--- src/rtl/dtc_pkg.sv ---
// dtc_pkg: constants and types shared by the dual timer/counter design.
// assumes one system clock domain; no bus, every control bit is a port.
`default_nettype none

package dtc_pkg;

    // operating modes, two-bit field per timer
    typedef enum logic [1:0] {
        DTC_MODE_VAR   = 2'h0,
        DTC_MODE_AR16  = 2'h1,
        DTC_MODE_AR8   = 2'h2,
        DTC_MODE_SPLIT = 2'h3
    } dtc_mode_type;

    // mode register layout: one nibble per timer, timer 1 in the upper nibble
    localparam int unsigned DTC_FIELD_STRIDE = 4;
    localparam int unsigned DTC_MODE_POS     = 0;
    localparam int unsigned DTC_CT_POS       = 2;
    localparam int unsigned DTC_GATE_POS     = 3;

    // mode 0 width field: active low-byte bits = field + 1
    localparam logic [2:0] DTC_PSC_WIDTH_RESET = 3'h4;
    localparam logic [2:0] DTC_PSC_MAX         = 3'h7;

    // reset values
    localparam logic [7:0] DTC_COUNT_RESET  = 8'h00;
    localparam logic [7:0] DTC_RELOAD_RESET = 8'h00;
    localparam logic [3:0] DTC_TPS_RESET    = 4'h0;

    // software byte-write selectors
    localparam logic [2:0] DTC_SEL_LOW0  = 3'h0;
    localparam logic [2:0] DTC_SEL_LOW1  = 3'h1;
    localparam logic [2:0] DTC_SEL_HIGH0 = 3'h2;
    localparam logic [2:0] DTC_SEL_HIGH1 = 3'h3;
    localparam logic [2:0] DTC_SEL_RL0   = 3'h4;
    localparam logic [2:0] DTC_SEL_RL1   = 3'h5;
    localparam logic [2:0] DTC_SEL_RH0   = 3'h6;
    localparam logic [2:0] DTC_SEL_RH1   = 3'h7;

endpackage : dtc_pkg

`default_nettype wire

--- src/rtl/dtc_evt_if.sv ---
// dtc_evt_if: count events passed from the helpers into the timer core.
// assumes all signals are on clk_sys.
`default_nettype none

interface dtc_evt_if;
    logic       tick;
    logic [1:0] countEdge;
    logic [1:0] gateLevel;

    modport presc (output tick);
    modport pins  (output countEdge, output gateLevel);
    modport core  (input tick, input countEdge, input gateLevel);
endinterface : dtc_evt_if

`default_nettype wire

--- src/rtl/dtc_prescaler.sv ---
// dtc_prescaler: shared divider giving one timer tick every divide+1 clocks.
// assumes clk_sys, synchronous active-low reset, ce freezing the count.
`default_nettype none

module dtc_prescaler
    import dtc_pkg::*;
(
    input  wire logic       clk_sys,
    input  wire logic       nrst,
    input  wire logic       ce,
    input  wire logic [3:0] divide,
    dtc_evt_if.presc        evt
);
    logic [3:0] div_q;
    logic [3:0] div_d;
    wire        tickNow = (div_q >= divide);

    // compare with >= so a smaller divide taking effect mid-count recovers
    assign div_d    = tickNow ? DTC_TPS_RESET : div_q + 4'h1;
    assign evt.tick = tickNow; // RULE2

    always_ff @(posedge clk_sys) begin
        if (!nrst) begin
            div_q <= DTC_TPS_RESET;
        end else if (ce) begin
            div_q <= div_d;
        end
    end
endmodule : dtc_prescaler

`default_nettype wire

--- src/rtl/dtc_pin_sync.sv ---
// dtc_pin_sync: synchronises count and gate pins, detects falling count edges.
// assumes pins are asynchronous to clk_sys; port bits are already on clk_sys.
`default_nettype none

module dtc_pin_sync
    import dtc_pkg::*;
#(
    parameter bit HAS_COUNT_PINS = 1'b1
) (
    input  wire logic       clk_sys,
    input  wire logic       nrst,
    input  wire logic       ce,
    input  wire logic [1:0] countPin,
    input  wire logic [1:0] gatePin,
    input  wire logic [1:0] portCountBit,
    dtc_evt_if.pins         evt
);
    for (genvar i = 0; i < 2; i++) begin : g_ch
        logic cntMeta_q;
        logic cntSync_q;
        logic gateMeta_q;
        logic gateSync_q;
        logic last_q;
        wire  cur;

        // without count pins, software port bits stand in, no sync needed
        assign cur = HAS_COUNT_PINS ? cntSync_q : portCountBit[i]; // RULE24
        assign evt.countEdge[i] = last_q & ~cur; // RULE3
        assign evt.gateLevel[i] = gateSync_q;

        always_ff @(posedge clk_sys) begin
            if (!nrst) begin
                cntMeta_q  <= 1'b0;
                cntSync_q  <= 1'b0;
                gateMeta_q <= 1'b0;
                gateSync_q <= 1'b0;
                last_q     <= 1'b0;
            end else if (ce) begin
                cntMeta_q  <= countPin[i]; // RULE26
                cntSync_q  <= cntMeta_q;
                gateMeta_q <= gatePin[i]; // RULE26
                gateSync_q <= gateMeta_q;
                last_q     <= cur; // RULE3
            end
        end
    end
endmodule : dtc_pin_sync

`default_nettype wire

--- src/rtl/dtc_timer_core.sv ---
// dtc_timer_core: two 16-bit timer/counters with four modes each.
// assumes software drives control ports on clk_sys and pins are asynchronous.
// Notes on behaviour
// RULE1 - timer mode counts every enabled system clock
// RULE2 - shared prescaler divides rate by one to sixteen
// RULE3 - counter samples input, counts high-then-low samples
// RULE4 - count visible the cycle after edge detection
// RULE5 - external input holds each level one cycle
// RULE6 - per-timer source bit and two-bit mode field
// RULE7 - modes: variable, 16-bit reload, 8-bit reload, split
// RULE8 - mode 0: high byte plus 1-8 prescale bits
// RULE9 - default mode 0 is 13-bit counter
// RULE10 - active prescale bits equal width field plus one
// RULE11 - unused upper low-byte bits are indeterminate
// RULE12 - rollover to zero sets overflow flag
// RULE13 - count only when run and gate allow
// RULE14 - gate bits at mode bits 7 and 3
// RULE15 - starting run keeps the current count
// RULE16 - gate inputs usable only on RC oscillator
// RULE17 - mode 1: 16-bit count, reload pair on overflow
// RULE18 - reload pairs reset to zero
// RULE19 - mode 2: low byte reloads from high byte
// RULE20 - unused reload pair is plain storage
// RULE21 - timer 1 in mode 3 holds count
// RULE22 - split: high byte uses timer 1 run, flag
// RULE23 - split: timer 1 runs but raises no flag
// RULE24 - port bits replace missing count pins
// RULE25 - flag cleared when interrupt is vectored
// RULE26 - count and gate pins synchronised first
`default_nettype none

module dtc_timer_core
    import dtc_pkg::*;
#(
    parameter bit HAS_COUNT_PINS = 1'b1
) (
    input  wire logic            clk_sys,
    input  wire logic            nrst,
    input  wire logic            ce,
    input  wire logic [1:0]      countPin,
    input  wire logic [1:0]      gatePin,
    input  wire logic [1:0]      portCountBit,
    input  wire logic            rcOscSelected,
    input  wire logic [1:0]      runControl,
    input  wire logic [7:0]      timerModeReg,
    input  wire logic [2:0]      prescaleWidth0,
    input  wire logic [2:0]      prescaleWidth1,
    input  wire logic [3:0]      systemTimerPrescaler,
    input  wire logic            wrEn,
    input  wire logic [2:0]      wrSel,
    input  wire logic [7:0]      wrData,
    input  wire logic [1:0]      vectorAck,
    output logic      [1:0][7:0] countLow_q,
    output logic      [1:0][7:0] countHigh_q,
    output logic      [1:0][7:0] reloadLow_q,
    output logic      [1:0][7:0] reloadHigh_q,
    output logic      [1:0]      overflowFlag_q
);
    dtc_evt_if evt ();

    dtc_prescaler u_presc (
        .clk_sys (clk_sys),
        .nrst    (nrst),
        .ce      (ce),
        .divide  (systemTimerPrescaler),
        .evt     (evt)
    );

    dtc_pin_sync #(
        .HAS_COUNT_PINS (HAS_COUNT_PINS)
    ) u_pins (
        .clk_sys      (clk_sys),
        .nrst         (nrst),
        .ce           (ce),
        .countPin     (countPin),
        .gatePin      (gatePin),
        .portCountBit (portCountBit),
        .evt          (evt)
    );

    logic [1:0] ovf;
    logic [1:0] hiOvf;
    wire        splitMode0;

    assign splitMode0 = timerModeReg[DTC_MODE_POS +: 2] == DTC_MODE_SPLIT;

    for (genvar i = 0; i < 2; i++) begin : g_tmr
        localparam int unsigned BASE = i * DTC_FIELD_STRIDE;
        dtc_mode_type md;
        logic [7:0]   lowNext;
        logic [7:0]   highNext;
        wire  [2:0]   prescale_width_field;
        wire  [7:0]   mask;
        wire  [7:0]   low;
        wire  [7:0]   high;
        wire          ctSel;
        wire          gateOn;
        wire          gateLvl;
        wire          stopped;
        wire          run;
        wire          step;
        wire          lowFull;
        wire          wrLow;
        wire          wrHigh;
        wire          wrRl;
        wire          wrRh;

        assign md      = dtc_mode_type'(timerModeReg[BASE + DTC_MODE_POS +: 2]); // RULE6
        assign ctSel   = timerModeReg[BASE + DTC_CT_POS]; // RULE6
        assign gateOn  = timerModeReg[BASE + DTC_GATE_POS]; // RULE14
        assign prescale_width_field     = (i == 0) ? prescaleWidth0 : prescaleWidth1;
        // field+1 active bits: mask of (psc+1) ones
        assign mask    = 8'hff >> (DTC_PSC_MAX - prescale_width_field); // RULE10 RULE8 RULE9
        assign low     = countLow_q[i];
        assign high    = countHigh_q[i];
        // gate pins double as crystal pins; off the RC source the gate reads high
        assign gateLvl = rcOscSelected ? evt.gateLevel[i] : 1'b1; // RULE16
        assign stopped = (i == 1) && (md == DTC_MODE_SPLIT); // RULE21 RULE23
        assign run     = runControl[i] & (~gateOn | gateLvl) & ~stopped; // RULE13
        assign step    = run & (ctSel ? evt.countEdge[i] : evt.tick); // RULE1 RULE4
        assign lowFull = (low & mask) == mask;

        always_comb begin
            lowNext  = low;
            highNext = high;
            ovf[i]   = 1'b0;
            hiOvf[i] = 1'b0;
            case (md) // RULE7
                DTC_MODE_VAR: begin
                    if (step && lowFull) begin
                        // upper inactive bits left alone, software ignores them
                        lowNext  = low & ~mask; // RULE11
                        highNext = high + 8'h01; // RULE8
                        ovf[i]   = high == 8'hff; // RULE12
                    end else if (step) begin
                        lowNext = (low & ~mask) | ((low + 8'h01) & mask); // RULE8
                    end
                end
                DTC_MODE_AR16: begin
                    if (step && {high, low} == 16'hffff) begin
                        lowNext  = reloadLow_q[i]; // RULE17
                        highNext = reloadHigh_q[i];
                        ovf[i]   = 1'b1; // RULE12
                    end else if (step) begin
                        {highNext, lowNext} = {high, low} + 16'h0001; // RULE17
                    end
                end
                DTC_MODE_AR8: begin
                    if (step && low == 8'hff) begin
                        lowNext = high; // RULE19
                        ovf[i]  = 1'b1;
                    end else if (step) begin
                        lowNext = low + 8'h01;
                    end
                end
                default: begin
                    if (i == 0) begin
                        if (step) begin
                            lowNext = low + 8'h01; // RULE22
                            ovf[i]  = low == 8'hff;
                        end
                        // high byte: clock ticks only, timer 1 run bit
                        if (evt.tick && runControl[1]) begin
                            highNext = high + 8'h01; // RULE22
                            hiOvf[i] = high == 8'hff;
                        end
                    end
                end
            endcase
        end

        // a software write wins over a count step in the same cycle
        assign wrLow  = wrEn && wrSel == ((i == 0) ? DTC_SEL_LOW0  : DTC_SEL_LOW1);
        assign wrHigh = wrEn && wrSel == ((i == 0) ? DTC_SEL_HIGH0 : DTC_SEL_HIGH1);
        assign wrRl   = wrEn && wrSel == ((i == 0) ? DTC_SEL_RL0   : DTC_SEL_RL1);
        assign wrRh   = wrEn && wrSel == ((i == 0) ? DTC_SEL_RH0   : DTC_SEL_RH1);

        always_ff @(posedge clk_sys) begin
            if (!nrst) begin
                countLow_q[i]   <= DTC_COUNT_RESET;
                countHigh_q[i]  <= DTC_COUNT_RESET;
                reloadLow_q[i]  <= DTC_RELOAD_RESET; // RULE18
                reloadHigh_q[i] <= DTC_RELOAD_RESET; // RULE18
            end else if (ce) begin
                // run bit only gates steps, counts never cleared by it
                countLow_q[i]   <= wrLow  ? wrData : lowNext; // RULE15
                countHigh_q[i]  <= wrHigh ? wrData : highNext;
                if (wrRl) begin
                    reloadLow_q[i] <= wrData; // RULE20
                end
                if (wrRh) begin
                    reloadHigh_q[i] <= wrData; // RULE20
                end
            end
        end
    end

    // timer 1 flag: taken over by split high byte while timer 0 is in mode 3
    wire [1:0] flagSet;
    assign flagSet[0] = ovf[0];
    assign flagSet[1] = splitMode0 ? hiOvf[0] : ovf[1]; // RULE22 RULE23

    always_ff @(posedge clk_sys) begin
        if (!nrst) begin
            overflowFlag_q <= 2'h0;
        end else if (ce) begin
            // set beats a vector clear landing in the same cycle
            overflowFlag_q <= flagSet | (overflowFlag_q & ~vectorAck); // RULE25 RULE12
        end
    end
endmodule : dtc_timer_core

`default_nettype wire

--- config.mk ---
export PLATFORM = sky130hd
export DESIGN_NAME = dtc_timer_core
export DESIGN_NICKNAME = d
export VERILOG_FILES = /design/src/rtl/dtc_pkg.sv /design/src/rtl/dtc_evt_if.sv /design/src/rtl/dtc_prescaler.sv /design/src/rtl/dtc_pin_sync.sv /design/src/rtl/dtc_timer_core.sv
export SDC_FILE = /design/constraint.sdc
export NUM_CORES = 1
export LEC_CHECK = 0
export BUFFER_PORTS_ARGS = -buffer_cell sky130_fd_sc_hd__buf_2
export CORE_ASPECT_RATIO = 1.1
export CORE_UTILIZATION = 45
export DETAILED_ROUTE_END_ITERATION = 6
export PLACE_DENSITY = 0.68
export SLEW_MARGIN = 40
export SYNTH_ARGS = -nofsm -noshare
export SYNTH_HDL_FRONTEND = slang
export SYNTH_SLANG_ARGS = --single-unit
export TNS_END_PERCENT = 10
--- constraint.sdc ---
create_clock -name clk_sys -period 6.9 [get_ports clk_sys]
set_clock_uncertainty 0.05 [all_clocks]
set_input_delay 0.69 -clock clk_sys [delete_from_list [all_inputs] [get_ports clk_sys]]
set_output_delay 0.69 -clock clk_sys [all_outputs]
set_load 0.005 [all_outputs]
### Word level (Yosys, flattened, before mapping)

Index checks and enable logic that the tools add are counted.

| storage, ports and cells | value |
|---|---|
| memory bits (writable) | 0 |
| flip-flop bits (word level) | 80 |
| bits in latches | 0 |
| word-level logic and storage cells | 164 |
| memories | 0 |
| bits of input ports | 44 |
| ROM bits | 0 |

| operators by class | value |
|---|---|
| shift-type cells | 2 |
| $mul | 0 |
| div/mod/pow operators | 0 |
| $lt $le $gt $ge | 1 |
| muxes and demuxes | 44 |
| reductions and logical operators | 30 |
| bitwise operators | 27 |
| equality and inequality tests | 31 |
| add/subtract/negate cells | 9 |

Operators by type and width:

| operator | count |
|---|---|
| $mux W8 | 23 |
| $pmux W8 S3 | 3 |
| $and A8 B8 Y8 | 6 |
| $add A16 B1 Y16 const B | 2 |
| $add A8 B1 Y8 const B | 4 |
| $eq A16 B16 Y1 const B | 2 |
| $eq A8 B8 Y1 const B | 4 |
| $ne A4 B4 Y1 const B | 7 |
| $eq A8 B8 Y1 | 2 |
| $not A8 Y8 | 2 |
| $or A8 B8 Y8 | 2 |
| $pmux W8 S2 | 1 |
| $shr A8 B3 Y8 const A | 2 |
| $logic_and A1 B1 Y1 | 15 |
| $mux W1 | 14 |
| $eq A3 B3 Y1 const B | 4 |
| $reduce_and A5 Y1 | 2 |
| $eq A2 B2 Y1 const B | 4 |
| $reduce_and A2 Y1 | 4 |
| $reduce_bool A4 Y1 | 2 |
| $and A1 B1 Y1 | 7 |
| $eq A3 B2 Y1 const B | 2 |
| $ne A3 B3 Y1 const B | 2 |
| $pmux W1 S3 | 2 |
| other kinds (18) | 26 |

### Longest topological paths before layout

| logic depth | value |
|---|---|
| depth after elaboration | 10 |
| mapped depth | 11 |
| mapped depth without buffers | 9 |

### Hierarchy

From an unflattened synthesis, not the netlist that was laid out.

| second synthesis, totals | value |
|---|---|
| cells, all modules | 764 |
| area total of the unflattened synthesis | 5,950.7 µm² |

By module, submodules not included:

| module | cells each | area each (µm²) | seq. area each (µm²) | instances |
|---|---|---|---|---|
| dtc_timer_core | 695 | 5,235.0 | 1,321.3 | 1 |
| dtc_pin_sync | 35 | 401.6 | 200.2 | 1 |
| dtc_prescaler | 34 | 314.1 | 80.1 | 1 |

### Worst setup path before layout

OpenSTA, ideal clock, no wires.

| timing path | value |
|---|---|
| path kind | input to register |
| start point | input systemTimerPrescaler[3] |
| end point | register overflowFlag_q[1] |
| path buffers | 1 |
| arrival | 2,640 ps |
| data required time | 6,792 ps |
| stages on the path | 10 |
| setup time | 58 ps |
| setup slack | 4,152 ps |
| cells stage by stage | inv_1 ha_1 o211ai_1 o211a_2 nor4_4 and2_1 buf_6 a311oi_2 a2111oi_2 o21a_1 |

| between the ends | value |
|---|---|
| longest elaborated chain between the ends | 8 |
| elaborated cells on any way between the ends | 15 |
| those cells by class | 1 x order compare; 8 x mux; 2 x bitwise; 4 x reduce/logical |

RTL lines:

| item | line | RTL |
|---|---|---|
| from (decl) | dtc_timer_core.sv:48 | `input wire logic [3:0] systemTimerPrescaler,` |
| $ge A4 B4 Y1 (*) | dtc_prescaler.sv:16 | `wire tickNow = (div_q >= divide);` |
| $mux W1 | dtc_timer_core.sv:120 | `assign step = run & (ctSel ? evt.countEdge[i] : evt.tick);` |
| $and A1 B1 Y1 | dtc_timer_core.sv:120 |  |
| $logic_and A1 B1 Y1 (on tied branches) | dtc_timer_core.sv:149, dtc_timer_core.sv:130, dtc_timer_core.sv:140 |  |
| $mux W1 (on tied branches) | dtc_timer_core.sv:149, dtc_timer_core.sv:130, dtc_timer_core.sv:140 |  |
| $pmux W1 S3 | dtc_timer_core.sv:128 | `case (md)` |
| $mux W1 (*) | dtc_timer_core.sv:201 | `assign flagSet[1] = splitMode0 ? hiOvf[0] : ovf[1];` |
| $or A2 B2 Y2 (*) | dtc_timer_core.sv:208 | `overflowFlag_q <= flagSet \| (overflowFlag_q & ~vectorAck);` |
| to (signal assigned) | dtc_timer_core.sv:208 |  |
| to (decl) | dtc_timer_core.sv:57 | `output logic [1:0] overflowFlag_q` |

Every way passes the cells marked *; elsewhere a longest branch is shown, timed or not.
A chain may end at the register's enable or synchronous reset.

### Final worst setup path

| timing path | value |
|---|---|
| start point | register countHigh_q, in the netlist g_tmr[0].high[0] |
| end point | register countHigh_q, in the netlist g_tmr[0].high[6] |

| between the ends | value |
|---|---|
| longest elaborated chain between the ends | 5 |
| elaborated cells on any way between the ends | 12 |
| those cells by class | 2 x add/sub; 2 x eq/ne; 6 x mux; 2 x reduce/logical |

RTL lines:

| item | line | RTL |
|---|---|---|
| from (decl) | dtc_timer_core.sv:54 | `output logic [1:0][7:0] countHigh_q,` |
| from (signal, indexed assignment) | dtc_timer_core.sv:187 | `countHigh_q[i] <= wrHigh ? wrData : highNext;` |
| $add A16 B1 Y16 / $eq A16 B16 Y1 (equally long branches) | dtc_timer_core.sv:145, dtc_timer_core.sv:140 |  |
| $mux W8 / $logic_and A1 B1 Y1 (equally long branches) | dtc_timer_core.sv:144, dtc_timer_core.sv:140 |  |
| $mux W8 | dtc_timer_core.sv:140 | `if (step && {high, low} == 16'hffff) begin` |
| $pmux W8 S3 | dtc_timer_core.sv:128 |  |
| $mux W8 | dtc_timer_core.sv:187 |  |

Parallel ways exist; a longest one is shown, timed or not. The select of a mux whose other input is x is not followed.

==> results.py <==
metrics = {
    "outcome": {
        "status": "complete, no violations",
    },
    "route": {
        "postRouteAntennaNets": 0,
        "vias": 6035,
        "routedWlPerCell_um": 19.7,
        "routed_via_density": 6.22,
        "routed_wl_um": 19100,
        "route.detailed.drc": 0,
        "drtPass1Iterations": 5,
        "drt_iter0_drc": 414,
    },
    "finish": {
        "layout.nets": 868,
        "synthToLayoutAreaGrowth_pct": 14.3,
        "num_antenna_cells": 0,
        "n_fill_cell": 1207,
        "fin_area_um2": 6520,
        "layout.cells.non_filler": 970,
        "drive_above_1_share_pct": 18.8,
    },
    "synth": {
        "synthTopCellsByCount": "nor2_1, dfxtp_1, nand2_1, o21ai_0, mux2i_1",
        "synth-seq-cells": 80,
        "synthAdderAreaFrac_pct": 2.85,
        "synth_edf_count": 0,
        "synth_flop_cell": "dfxtp_1",
        "synth_area_leaders": "dfxtp_1, mux2i_1, nor2_1",
        "avgSynthCellArea_um2": 7.70,
        "yosysWarnings": 0,
        "synth_most_common_cell": "nor2_1",
        "synth_cell_types": 79,
        "synth_nets": 798,
        "synth_top_family_by_area": "compound AO/OA/AOI/OAI gates",
        "synth.largest_area_cell": "dfxtp_1",
        "synth_xor_area_share_pct": 4.14,
        "synth_mux_area_share_pct": 8.09,
        "synth_compound_area_share_pct": 26.2,
        "yosysTopAreaCellShare_pct": 28.1,
        "synth-simple-area-share_pct": 24.6,
        "async_flop_share_pct": 0,
        "synth_seq_area_share_pct": 28.1,
        "synthCells": 741,
        "netlist_area_um2": 5710,
    },
    "power": {
        "p_leak_nw": 2.67,
        "power_density_nw_per_um2": 170,
        "irDropWorstVdd_v": 0.000102,
    },
    "placement": {
        "dp_worst_setup_slack_ps": 3560,
        "place_area_um2": 6240,
        "portBuffers": 107,
        "hpwl_um": 13800,
        "dp.cells": 954,
        "place_congestion": 0.949,
    },
    "worst_setup_path": {
        "end_kind": "flip-flop",
        "crit_family": "simple AND/OR/NAND/NOR gates",
        "crit_chain": "ha_1, nand3_1, nor3_2, nand4_2, nor2_2, a21oi_1, o21ai_0, a22o_1",
        "r2r_start": "g_tmr[0].high[0]",
        "worst_setup_path_start_kind": "flip-flop",
        "startpoint": "g_tmr[0].high[0]",
        "critPathKind": "flip-flop to flip-flop",
        "cpPeakStageDelay_ps": 700,
        "cp_num_buf_inv": 0,
        "cp.required_ps": 7140,
        "crit_fanout": 14,
        "critPathSlowestCell": "nor2_2",
        "arrival_ps": 3340,
    },
    "worst_hold_path": {
        "min_from": "overflowFlag_q[0]",
        "min_path_type": "flip-flop to flip-flop",
    },
    "timing": {
        "slew_viol_final": 0,
        "fin_crit_sh_pct": 44.9,
        "final_hold_viol_count": 0,
        "setup_ws_ps": 3800,
        "fin_tns_setup_ps": 0,
        "relSlewSlack_pct": 49.4,
        "fin_crit_ps": 3100,
        "rsz0062_at_grt": "no",
        "setup_violations": 0,
        "worst_pin_slew_ps": 760,
        "fmax_mhz": 323,
    },
    "clock_tree": {
        "clock-root-buffer": "clkbuf_16",
        "h-tree-depth": 3,
        "postCtsResizedCells": 0,
        "cts-buffers-inserted": 9,
        "insertion_delay_ps": 350,
        "cts_tree": "built",
        "ctsHoldBuffers": 0,
        "cts_buffer_depth": 2,
        "post_cts.repair.setup_buffers": 0,
        "clk_pin_slew_worst_paths_ps": 60,
        "clock_sinks": 80,
    },
    "global_routing": {
        "grt_max_degree": 44,
        "grt_pass1_vias": 5708,
        "gr-usage-all-layers_pct": 30.1,
        "grt_pass1_wl_um": 30300,
        "antenna_found_initial": 0,
        "grt-ovfl-total": 0,
    },
    "floorplan": {
        "pin_count": 110,
        "core_area_um2": 12200,
        "die_y_um": 120,
        "fp.dieW_um": 109,
        "start_util_pct": 46.8,
        "die-area_um2": 13100,
        "std_cell_rows": 42,
    },
    "run": {
        "drv_cap": 0,
    },
}
stage by stage:
step / hold WS, ps / total power, mW / utilization, %
4_1_cts: 437 / 1.11 / 53.4
3_3_place_gp: 415 / 0.661 / 51.0
3_5_place_dp: 426 / 0.666 / 51.2
5_1_grt: 467 / 1.15 / 53.5
6_report: 431 / 1.11 / 53.5
2_1_floorplan: 402 / 0.606 / -
placed cells by master (no fill, tap or decap), drive strengths merged, types with 5 or more instances in the layout:
master | Yosys | final
a221oi | 8 | 8
nor3b | 5 | 5
a21oi | 36 | 36
dfxtp | 80 | 80
nor2b | 6 | 6
and3 | 11 | 11
xor2 | 13 | 13
nand2b | 11 | 11
ha | 13 | 13
o21ai | 47 | 47
a211oi | 9 | 9
a31o | 5 | 5
o31ai | 11 | 11
xnor2 | 14 | 14
a21boi | 7 | 7
and2 | 8 | 8
a22oi | 6 | 6
clkbuf | 29 | 11
nor2 | 92 | 92
nand4 | 9 | 9
o21a | 5 | 5
a31oi | 8 | 8
buf | 21 | 109
or3 | 5 | 5
nand2 | 74 | 74
o211ai | 10 | 10
mux2i | 45 | 45
nand3 | 33 | 33
inv | 29 | 30
a22o | 5 | 5
o221ai | 8 | 8
nor3 | 13 | 13
flip-flops by register name (all words and copies together), names as in the netlist, named ones only:
signal and flops:
reloadHigh_q 16, g_tmr.low 9, g_tmr.high 16, u_pins.g_ch.cntMeta_q 2
u_pins.g_ch.cntSync_q 2, u_pins.g_ch.last_q 2, u_pins.g_ch.gateSync_q 2, overflowFlag_q 2
reloadLow_q 16, u_presc.div_q 4, u_pins.g_ch.gateMeta_q 2
worst paths after layout:
kind,endpoint,slack [ps],depth (start not counted)
hold / removal,overflowFlag_q[0],430,2
setup reg to reg,g_tmr[0].high[6],3800,8
hold reg to reg,overflowFlag_q[0],430,2
setup / recovery,g_tmr[0].high[6],3800,8
final cells by class:
class / instances / area [um^2] / area share, %
sequential: 80 / 1600 / 24.6
clock inverter: 5 / 32.5 / 0.499
multi-input combinational: 582 / 3800 / 58.3
timing repair buffer: 109 / 553 / 8.48
clock buffer: 11 / 233 / 3.57
inverter: 29 / 109 / 1.67
tap: 154 / 193 / 2.96
cells by family after synthesis:
group / count (synthesis)
buffers and inverters: 79
AO/OA/AOI/OAI: 210
flip-flops: 80
multiplexers: 46
AND/OR/NAND/NOR: 286
XOR/XNOR: 27
adder cells (fa/ha/maj): 13
layer usage:
metal / up-vias / GRT usage [%] / wire [um]
li1: 2850 / - / -
met1: 2859 / 37.5 / 7850
met2: 263 / 47.9 / 8940
met3: 63 / 6.36 / 1430
met4: 0 / 16.2 / 890
met5: - / 0 / 0
power by group:
group | switching [mW] | leakage (nW) | total [mW] | internal [mW]
logic | 0.109 | 1.89 | 0.171 | 0.0619
registers | 0.0168 | 0.648 | 0.490 | 0.473
clock network | 0.205 | 0.134 | 0.450 | 0.244
worst min-delay path, delay by kind of cell (launching register included):
family	cells	cell delay (ps)
flip-flops	1	310
AND/OR/NAND/NOR	1	60
AO/OA/AOI/OAI	1	60
Power figures use the tool's default switching activity.
